$ cat src/mul_div_pkg.sv
package mul_div_pkg;

   // nibble offsets of the unit's i/o memory window (low address bits)
   localparam logic [2:0] OFS_SRC_LO    = 3'h0;
   localparam logic [2:0] OFS_SRC_HI    = 3'h1;
   localparam logic [2:0] OFS_DST_LO_LO = 3'h2;
   localparam logic [2:0] OFS_DST_LO_HI = 3'h3;
   localparam logic [2:0] OFS_DST_HI_LO = 3'h4;
   localparam logic [2:0] OFS_DST_HI_HI = 3'h5;
   localparam logic [2:0] OFS_CTRL      = 3'h6;

   // bit positions in the control nibble
   localparam int BIT_START    = 0;
   localparam int BIT_ZERO     = 1;
   localparam int BIT_OVERFLOW = 2;
   localparam int BIT_NEGATIVE = 3;

   localparam logic OP_MUL = 1'b0;
   localparam logic OP_DIV = 1'b1;

   // operation latency: the result lands this many clocks after the start write
   localparam int          OP_CYCLES = 10;
   localparam logic [3:0]  OP_LAST   = 4'(OP_CYCLES - 1);
   localparam logic [3:0]  CNT_RST   = 4'h0;
   localparam logic        FLAG_RST  = 1'b0;

   typedef enum logic [0:0] {
      ST_IDLE = 1'b0,
      ST_RUN  = 1'b1
   } unit_state_e;

endpackage

$ cat src/mul_div_if.sv
`timescale 1ns/100ps
`default_nettype none
// operand snapshot handed from the register side to the arithmetic core, and the core's done, results and overflow handed back
interface mul_div_if;
   logic       start;
   logic       mode;
   logic [7:0] src;
   logic [7:0] dst_lo;
   logic [7:0] dst_hi;
   logic       done;
   logic [7:0] res_lo;
   logic [7:0] res_hi;
   logic       ovf;

   modport ctrl (output start, output mode, output src, output dst_lo, output dst_hi,
                 input done, input res_lo, input res_hi, input ovf);
   modport core (input start, input mode, input src, input dst_lo, input dst_hi,
                 output done, output res_lo, output res_hi, output ovf);
endinterface
`default_nettype wire

$ cat src/mul_div_core.sv
`timescale 1ns/100ps
`default_nettype none
module mul_div_core (
   input  wire logic  clk_sys,
   input  wire logic  rst,
   mul_div_if.core    bus
);

   mul_div_pkg::unit_state_e state_ff;
   logic [3:0]  cnt_ff;
   logic        mode_ff;
   logic [7:0]  src_ff;
   logic [15:0] dividend_ff;
   logic        done_ff;
   logic [7:0]  res_lo_ff;
   logic [7:0]  res_hi_ff;
   logic        ovf_ff;

   logic [15:0] product;
   logic [15:0] quotient;
   logic [15:0] remainder;

   // operands captured once; later register writes do not reach here
   always_ff @(posedge clk_sys) begin
      if (bus.start) begin
         mode_ff     <= bus.mode;
         src_ff      <= bus.src;
         dividend_ff <= {bus.dst_hi, bus.dst_lo};
      end
   end

   always_ff @(posedge clk_sys) begin
      if (rst) begin
         state_ff <= mul_div_pkg::ST_IDLE;
         cnt_ff   <= mul_div_pkg::CNT_RST;
      end else if (bus.start) begin
         state_ff <= mul_div_pkg::ST_RUN;
         cnt_ff   <= 4'h1;
      end else begin
         case (state_ff)
            mul_div_pkg::ST_IDLE: begin
               cnt_ff <= mul_div_pkg::CNT_RST;
            end
            mul_div_pkg::ST_RUN: begin
               if (cnt_ff == mul_div_pkg::OP_LAST) begin
                  state_ff <= mul_div_pkg::ST_IDLE;
                  cnt_ff   <= mul_div_pkg::CNT_RST;
               end else begin
                  cnt_ff <= cnt_ff + 4'h1;
               end
            end
            default: begin
               state_ff <= mul_div_pkg::ST_IDLE;
               cnt_ff   <= mul_div_pkg::CNT_RST;
            end
         endcase
      end
   end

   // high operand byte plays no part in a product
   assign product   = {8'h00, dividend_ff[7:0]} * {8'h00, src_ff};
   // zero divisor yields all ones, hence overflow; software must screen it
   assign quotient  = (src_ff == 8'h00) ? 16'hFFFF : dividend_ff / {8'h00, src_ff};
   assign remainder = (src_ff == 8'h00) ? dividend_ff : dividend_ff % {8'h00, src_ff};

   always_ff @(posedge clk_sys) begin
      if (rst) begin
         done_ff   <= 1'b0;
         res_lo_ff <= 8'h00;
         res_hi_ff <= 8'h00;
         ovf_ff    <= 1'b0;
      end else begin
         done_ff <= (state_ff == mul_div_pkg::ST_RUN) && !bus.start
                    && (cnt_ff == mul_div_pkg::OP_LAST);
         if (mode_ff == mul_div_pkg::OP_MUL) begin
            res_lo_ff <= product[7:0];
            res_hi_ff <= product[15:8];
            ovf_ff    <= 1'b0;
         end else begin
            res_lo_ff <= quotient[7:0];
            res_hi_ff <= remainder[7:0];
            ovf_ff    <= (quotient[15:8] != 8'h00);
         end
      end
   end

   assign bus.done   = done_ff;
   assign bus.res_lo = res_lo_ff;
   assign bus.res_hi = res_hi_ff;
   assign bus.ovf    = ovf_ff;

endmodule // mul_div_core
`default_nettype wire

$ cat src/int_mul_div_unit.sv
`timescale 1ns/100ps
`default_nettype none
module int_mul_div_unit (
   input  wire logic       clk_sys,
   input  wire logic       rst,
   input  wire logic       wr_en,
   input  wire logic [2:0] wr_addr,
   input  wire logic [3:0] wr_data,
   output var  logic [7:0] source_operand_reg,
   output var  logic [7:0] dest_low_byte,
   output var  logic [7:0] dest_high_byte,
   output var  logic       op_select_start,
   output var  logic       negative_flag,
   output var  logic       overflow_flag,
   output var  logic       zero_flag
);

   mul_div_if lnk ();

   logic [7:0] src_ff;
   logic [7:0] dlo_ff;
   logic [7:0] dhi_ff;
   logic       busy_ff;
   logic       neg_ff;
   logic       ovf_ff;
   logic       zero_ff;
   logic       start;
   logic       mode_ff;

   function automatic logic hit(input logic [2:0] ofs);
      hit = wr_en && (wr_addr == ofs);
   endfunction

   assign start = hit(mul_div_pkg::OFS_CTRL);

   // snapshot of operands handed to the core on the start write
   assign lnk.start  = start;
   assign lnk.mode   = wr_data[mul_div_pkg::BIT_START];
   assign lnk.src    = src_ff;
   assign lnk.dst_lo = dlo_ff;
   assign lnk.dst_hi = dhi_ff;

   mul_div_core u_core (
      .clk_sys (clk_sys),
      .rst     (rst),
      .bus     (lnk)
   );

   // no reset: the source operand is undefined until software writes it
   always_ff @(posedge clk_sys) begin
      if (hit(mul_div_pkg::OFS_SRC_LO)) begin
         src_ff[3:0] <= wr_data;
      end
      if (hit(mul_div_pkg::OFS_SRC_HI)) begin
         src_ff[7:4] <= wr_data;
      end
   end

   // local copy of the mode, taken on the same write the core captures it on
   always_ff @(posedge clk_sys) begin
      if (start) begin
         mode_ff <= lnk.mode;
      end
   end

   // result write wins over a nibble write landing in the same cycle
   always_ff @(posedge clk_sys) begin
      if (lnk.done && !lnk.ovf) begin
         dlo_ff <= lnk.res_lo;
         dhi_ff <= lnk.res_hi;
      end else if (lnk.done) begin
         dlo_ff <= dlo_ff;
         dhi_ff <= dhi_ff;
      end else begin
         if (hit(mul_div_pkg::OFS_DST_LO_LO)) begin
            dlo_ff[3:0] <= wr_data;
         end
         if (hit(mul_div_pkg::OFS_DST_LO_HI)) begin
            dlo_ff[7:4] <= wr_data;
         end
         if (hit(mul_div_pkg::OFS_DST_HI_LO)) begin
            dhi_ff[3:0] <= wr_data;
         end
         if (hit(mul_div_pkg::OFS_DST_HI_HI)) begin
            dhi_ff[7:4] <= wr_data;
         end
      end
   end

   always_ff @(posedge clk_sys) begin
      if (rst) begin
         busy_ff <= 1'b0;
      end else if (start) begin
         busy_ff <= 1'b1;
      end else if (lnk.done) begin
         busy_ff <= 1'b0;
      end
   end

   // flags follow what the destination bytes hold after the result cycle
   always_ff @(posedge clk_sys) begin
      if (rst) begin
         neg_ff  <= mul_div_pkg::FLAG_RST;
         ovf_ff  <= mul_div_pkg::FLAG_RST;
         zero_ff <= mul_div_pkg::FLAG_RST;
      end else if (lnk.done) begin
         ovf_ff <= lnk.ovf;
         if (mode_ff == mul_div_pkg::OP_MUL) begin
            neg_ff  <= lnk.res_hi[7];
            zero_ff <= ({lnk.res_hi, lnk.res_lo} == 16'h0000);
         end else if (lnk.ovf) begin
            neg_ff  <= dlo_ff[7];
            zero_ff <= (dlo_ff == 8'h00);
         end else begin
            neg_ff  <= lnk.res_lo[7];
            zero_ff <= (lnk.res_lo == 8'h00);
         end
      end
   end

   always_ff @(posedge clk_sys) begin
      source_operand_reg <= src_ff;
      // no bypass: bytes and flags reach the pins on the same edge
      dest_low_byte      <= dlo_ff;
      dest_high_byte     <= dhi_ff;
   end

   always_ff @(posedge clk_sys) begin
      if (rst) begin
         op_select_start <= 1'b0;
         negative_flag   <= 1'b0;
         overflow_flag   <= 1'b0;
         zero_flag       <= 1'b0;
      end else begin
         op_select_start <= busy_ff;
         negative_flag   <= neg_ff;
         overflow_flag   <= ovf_ff;
         zero_flag       <= zero_ff;
      end
   end

endmodule // int_mul_div_unit
`default_nettype wire

$ cat config.mk
export PLATFORM = sky130hd
export DESIGN_NAME = int_mul_div_unit
export DESIGN_NICKNAME = d
export VERILOG_FILES = /design/src/mul_div_pkg.sv /design/src/mul_div_if.sv /design/src/mul_div_core.sv /design/src/int_mul_div_unit.sv
export SDC_FILE = /design/constraint.sdc
export NUM_CORES = 1
export LEC_CHECK = 0
export ABC_AREA = 0
export BUFFER_PORTS_ARGS = -buffer_cell sky130_fd_sc_hd__buf_2
export CORE_MARGIN = 3
export CORE_UTILIZATION = 45
export CTS_BUF_LIST = sky130_fd_sc_hd__clkbuf_2
export DETAILED_ROUTE_END_ITERATION = 8
export HOLD_SLACK_MARGIN = 0.08
export PLACE_DENSITY = 0.72
export SYNTH_ARGS = -nofsm -noshare
export SYNTH_HDL_FRONTEND = slang
export SYNTH_HIERARCHICAL = 1
export SYNTH_SLANG_ARGS = --single-unit
$ cat constraint.sdc
create_clock -name clk_sys -period 28.2 [get_ports clk_sys]
set_clock_uncertainty 0.15 [all_clocks]
set_input_delay 1.41 -clock clk_sys [delete_from_list [all_inputs] [get_ports clk_sys]]
set_output_delay 1.41 -clock clk_sys [all_outputs]
set_load 0.005 [all_outputs]
==> flow_metrics.env, run 1 <==
export IMPL_status="finished, violations left"
export IMPL_violations="setup timing"
export IMPL_start_util_pct=46.33
export IMPL_timing_fmax_mhz=34.87
export IMPL_path_buf_inv=8
export IMPL_grt_overflow=0
export IMPL_cap_violations=0
export IMPL_grt_use_total_pct=22.49
export IMPL_clk_latency_ns=0.55
export IMPL_register_area_um2=2603
export IMPL_final_max_slew_violation_count=0
export IMPL_post_place_ws_ns=-0.8336
export IMPL_critPathCapture="u_core/bus.res_hi[3]"
export IMPL_htreeDepth=3
export IMPL_avgViaCountPerCell=5.989
export IMPL_arrival_ns=28.95
export IMPL_antenna_found_initial=0
export IMPL_yosys_warnings=6
export IMPL_r2r_end="u_core/bus.res_hi[3]"
export IMPL_timing_rr_start="u_core/src_ff[4]"
export IMPL_hold_viol=0
export IMPL_r2r_cells=142
export IMPL_clkTransAtPathRegs_ns=0.26
export IMPL_multi_input_area_um2=9245
export IMPL_postRouteWirelength_mm=33.51
export IMPL_setup_slack_ns=-0.4781
export IMPL_clockBufferDepth=2
export IMPL_wl_per_cell_um=18.40
export IMPL_antenna_cells=0
export IMPL_vias=10910
export IMPL_critPathTopFamily="compound AO/OA/AOI/OAI gates"
export IMPL_grt_pass1_vias=10040
export IMPL_fillers=2047
export IMPL_setup_worst_path_start_class="flip-flop"
export IMPL_largest_reg_flops=16
export IMPL_synthMuxAreaShare_pct=3.512
export IMPL_grt_max_degree=31
export IMPL_synth_edf_count=50
export IMPL_fin_crit_ns=28.68
export IMPL_drt_pass1_iterations=5
export IMPL_finalSetupViolCount=9
export IMPL_fin_setup_tns_ns=-3.801
export IMPL_clockRootBuffer="clkbuf_2"
export IMPL_cts_num_sinks=105
export IMPL_crit_slowest_cell="or4b_4"
export IMPL_rsz0062_at_grt="true"
export IMPL_layout_nets=1681
export IMPL_cts_tree="yes"
export IMPL_synthAdderAreaFrac_pct=22.17
export IMPL_final_util_pct=57.65
export IMPL_drc_errors=0
export IMPL_drt_iter0_drc=760
export IMPL_yosys_area_share_xor_xnor_pct=4.149
export IMPL_relSlewSlack_pct=24.08
export IMPL_rrSetupSlack_ns=-0.48
export IMPL_synthDistinctLibCells=102
export IMPL_port_buffers=37
export IMPL_worst_pin_slew_ns=1.128
export IMPL_async_flop_share_pct=0
export IMPL_cpMostUsedCell="o21a_1"
export IMPL_crit_required_ns=28.48
export IMPL_chipWidth_um=165.2
export IMPL_ys_ff_latch=105
export IMPL_syn_area_per_cell_um2=8.662
export IMPL_grt_pass1_wl_mm=49.91
export IMPL_gp_congestion=0.9484
export IMPL_syn_area_um2=11400
export IMPL_post_route_cells_drive_above_1_share_pct=27.52
export IMPL_path_class="reg -> reg"
export IMPL_setup_worst_path_start="u_core/src_ff[4]"
export IMPL_synth_top_family_by_area="compound AO/OA/AOI/OAI gates"
export IMPL_period_share_pct=101.7
export IMPL_crit_path_max_fanout=6
export IMPL_coreArea_um2=24600
export IMPL_top_register="u_core/dividend_ff"
export IMPL_cpPeakStageDelay_ns=0.65
export IMPL_area_growth_synth_to_final_pct=24.42
export IMPL_ios=38
export IMPL_hp_class="reg -> reg"
export IMPL_endpoint_kind="flip-flop"
export IMPL_synth_seq_area_share_pct=22.83
export IMPL_fp_dieH_um=165.2
export IMPL_hpwl_mm=24.06
export IMPL_cp_num_cells=142
export IMPL_synth_fp_nets=1505
export IMPL_row_count=57
export IMPL_ant_nets=0
export IMPL_synth_compound_area_share_pct=23.88
export IMPL_synth_simple_area_share_pct=18.82
export IMPL_die_area_um2=27280
export IMPL_syn_inst=1316
export IMPL_numCtsBuffers=9
export IMPL_synthFlopType="dfxtp_1"
## cells by family (layout without fill, tap and decap cells)
group,after synthesis,in the layout
compound gates,382,383
xor+xnor,54,54
fa+ha+maj,180,180
buf+inv,133,312
flops,105,105
mux,37,37
simple gates,425,426
## layer usage
metal  share of wire (%)  GRT usage (%)  vias to the layer above
met5                   0              0                        -
li1                    -              -                     5242
met4                 2.5          5.986                        0
met3                 6.3          2.145                       81
met2                  48          37.96                      416
met1                  44          30.86                     5167
## cell usage after synthesis (5+ instances only)
cell type / n / area (um2)
a21oi_1: 75 / 375.4
nor3_1: 64 / 320.3
nor4_1: 7 / 43.79
o21ai_1: 7 / 35.03
o22ai_1: 8 / 50.05
clkbuf_1: 30 / 112.6
nand2_1: 108 / 405.4
o221a_2: 6 / 67.56
a211oi_1: 10 / 75.07
nand4_1: 11 / 68.82
o21a_1: 47 / 352.8
nand3_1: 28 / 140.1
xnor2_1: 34 / 297.8
a21o_1: 51 / 382.9
inv_1: 90 / 337.8
fa_1: 37 / 740.7
or3_1: 12 / 75.07
a211o_1: 7 / 61.31
mux2_2: 17 / 191.4
o211a_1: 5 / 50.05
nor3b_1: 5 / 37.54
a31oi_1: 13 / 81.33
dfxtp_1: 55 / 1101
ha_1: 142 / 1777
buf_2: 8 / 40.04
xor2_1: 20 / 175.2
nor2b_1: 11 / 68.82
o211ai_1: 20 / 150.1
or2_2: 7 / 43.79
mux2i_1: 18 / 180.2
o21ai_0: 44 / 220.2
and2_1: 20 / 125.1
o31ai_1: 17 / 127.6
nand2b_1: 9 / 56.30
edfxtp_1: 50 / 1501
nor2_1: 106 / 397.9
## worst min-delay path by stage
stage / start / end / slack (ns) / cells past startpoint
floorplan: dhi_ff[0] / dest_high_byte[0] / 0.19 / 0
global placement: lnk.src[7] / source_operand_reg[7] / 0.21 / 0
detailed placement: lnk.src[5] / source_operand_reg[5] / 0.20 / 0
CTS: lnk.src[5] / source_operand_reg[5] / 0.26 / 0
global route: lnk.src[7] / source_operand_reg[7] / 0.29 / 0
finish: lnk.src[5] / source_operand_reg[5] / 0.25 / 0
## area by class of cell
class                   count  share of cell area, %
clock buffers               9                 0.3176
multi-input cells        1080                  65.18
repair buffers            205                  10.46
flip-flops and latches    105                  18.35
clock inverters             7                 0.4234
inverters                  91                  2.408
well taps                 324                  2.858
## cell usage in the layout, fill, tap and decap left out, types with 20 or more instances in the layout
cell,n
nor2_1,89
xnor2_1,34
o21a_1,43
dfxtp_1,55
nor3_1,55
a21oi_1,46
edfxtp_1,50
ha_1,121
a21o_1,50
xor2_1,20
and2_1,20
buf_2,37
nand2_1,102
o21ai_0,32
buf_4,158
a21oi_2,25
fa_1,36
inv_1,86
o211ai_1,20
nand3_1,24
## per-stage QoR
stage               std cells  cell area, um2  hold slack (ns)
floorplan                1316           11770           0.1935
global placement         1704           12630           0.2055
detailed placement       1704           12630           0.2012
CTS                      1734           12950           0.2556
global route             1821           14180           0.2860
finish                   1821           14180           0.2531
## repair_timing
item / in CTS / in global routing
gates cloned: 1 / 1
hold buffers: 0 / 0
setup buffers: 13 / 86
resized for setup: 23 / 117
pin swaps: 11 / 133
setup endpoints to repair: 9 / 9
Power of run 1 is not shown: default switching activity piles up to over one toggle a cycle in this logic, so the estimate is an artifact.
==> inputs of run 2 (changes only) <==
CORE_ASPECT_RATIO = 1.1   (was unset)
==> run 2 against run 1 <==
  * Largest cell class unchanged
  * Fmax rose by 1.2%
  * The flow still finishes with violations (setup timing)
  * Hold slack got worse by 0.026 ns
  * Routed wire length rose by 2.2%
  * Utilization rose by 0.30 points
  * Final cell count rose by 0.22%
  * Flip-flop and latch count did not move
  * Sequential share of layout area fell by 0.17 points
  * Design area rose by 0.91%
==> flow_metrics.env, run 2 (synthesis results as in run 1) <==
export IMPL_cap_violations=0
export IMPL_clockRootBuffer="clkbuf_2"
export IMPL_grt_use_total_pct=23.24
export IMPL_finalSetupViolCount=8
export IMPL_period_share_pct=100.5
export IMPL_numCtsBuffers=9
export IMPL_path_buf_inv=8
export IMPL_cpPeakStageDelay_ns=0.62
export IMPL_crit_path_max_fanout=7
export IMPL_start_util_pct=46.16
export IMPL_htreeDepth=3
export IMPL_crit_slowest_cell="or4b_4"
export IMPL_clkTransAtPathRegs_ns=0.26
export IMPL_drt_pass1_iterations=5
export IMPL_endpoint_kind="flip-flop"
export IMPL_timing_hold_ws_ns=0.2267
export IMPL_row_count=60
export IMPL_largest_reg_flops=16
export IMPL_hpwl_mm=24.82
export IMPL_vias=11090
export IMPL_grt_max_degree=31
export IMPL_layout_commonest_cell="buf_4"
export IMPL_status="finished, violations left"
export IMPL_port_buffers=37
export IMPL_multi_input_area_um2=9259
export IMPL_die_area_um2=27280
export IMPL_cts_num_sinks=105
export IMPL_cpMostUsedCell="o21a_1"
export IMPL_top_register="u_core/dividend_ff"
export IMPL_layout_common_cells="buf_4, ha_1, nand2_1"
export IMPL_avgViaCountPerCell=6.076
export IMPL_wl_per_cell_um=18.76
export IMPL_cts_tree="yes"
export IMPL_fin_crit_ns=28.33
export IMPL_cts_hold_fix_buffers=0
export IMPL_fp_dieH_um=172.9
export IMPL_grt_pass1_vias=10540
export IMPL_grt_overflow=0
export IMPL_hp_class="reg -> reg"
export IMPL_ant_nets=0
export IMPL_setup_slack_ns=-0.1271
export IMPL_clockBufferDepth=2
export IMPL_drc_errors=0
export IMPL_hold_viol=0
export IMPL_relSlewSlack_pct=26.42
export IMPL_register_area_um2=2603
export IMPL_clk_latency_ns=0.57
export IMPL_post_route_cells_drive_above_1_share_pct=28.86
export IMPL_fillers=2053
export IMPL_postRouteWirelength_mm=34.25
export IMPL_violations="setup timing"
export IMPL_setup_worst_path_start_class="flip-flop"
export IMPL_ios=38
export IMPL_area_growth_synth_to_final_pct=25.55
export IMPL_final_max_slew_violation_count=0
export IMPL_layout_nets=1698
export IMPL_critPathTopFamily="compound AO/OA/AOI/OAI gates"
export IMPL_timing_fmax_mhz=35.30
export IMPL_gp_congestion=0.9455
export IMPL_chipWidth_um=157.8
export IMPL_worst_pin_slew_ns=1.089
export IMPL_grt_pass1_wl_mm=52.11
export IMPL_coreArea_um2=24700
export IMPL_drt_iter0_drc=814
export IMPL_path_class="reg -> reg"
export IMPL_rsz0062_at_grt="true"
export IMPL_antenna_found_initial=1
export IMPL_crit_required_ns=28.51
export IMPL_arrival_ns=28.64
[run 2: cell types whose count changed in the layout (fill, tap and decap cells not counted), sizes merged]
cell      change
buf          +16
inv           -4
clkbuf        +2
clkinvlp      +2
bufinv        +1
diode         +1
[run 2: path summary, 6_finish.rpt]
kind,from,endpoint,slack [ns],cells after the start
hold reg to reg,lnk.src[3],source_operand_reg[3],0.23,0
setup / recovery,u_core/src_ff[7],u_core/bus.res_hi[1],-0.13,142
hold / removal,lnk.src[3],source_operand_reg[3],0.23,0
setup reg to reg,u_core/src_ff[7],u_core/bus.res_hi[1],-0.13,142
[run 2: layout make-up]
cell class              count  share of cell area [%]
multi-input cells        1080                   64.69
flip-flops and latches    105                   18.18
repair buffers            222                   11.19
well taps                 310                   2.710
inverters                  91                   2.387
clock inverters             6                  0.4721
clock buffers              10                  0.3497
diodes                      1                 0.01748
[run 2: per-layer routing]
layer / track usage, % / share of wire (%)
met5: 0 / 0
met4: 8.210 / 3.7
met3: 1.752 / 4.8
met2: 41.52 / 51
met1: 29.15 / 41
[run 2: what timing repair did]
| item | CTS | global route |
|---|---|---|
| endpoints found under the setup margin | 9 | 9 |
| gates resized for setup | 35 | 104 |
| cloned | 2 | 0 |
| pin swaps | 35 | 111 |
| buffers inserted | 20 | 80 |
[run 2: per-stage QoR]
step | util (%) | cell area (um2) | setup TNS (ns) | instances | setup slack [ns]
6_report | 57.95 | 14310 | -0.5749 | 1825 | -0.1271
3_3_place_gp | 51.57 | 12740 | -1.426 | 1706 | -0.2509
5_1_grt | 57.95 | 14310 | -11.18 | 1825 | -1.283
2_1_floorplan | - | 11770 | 0 | 1316 | 0.02434
4_1_cts | 53.41 | 13190 | 0 | 1744 | 0.0005649
3_5_place_dp | 51.57 | 12740 | -7.672 | 1706 | -0.9363
Power of run 2 is left out for the same reason.
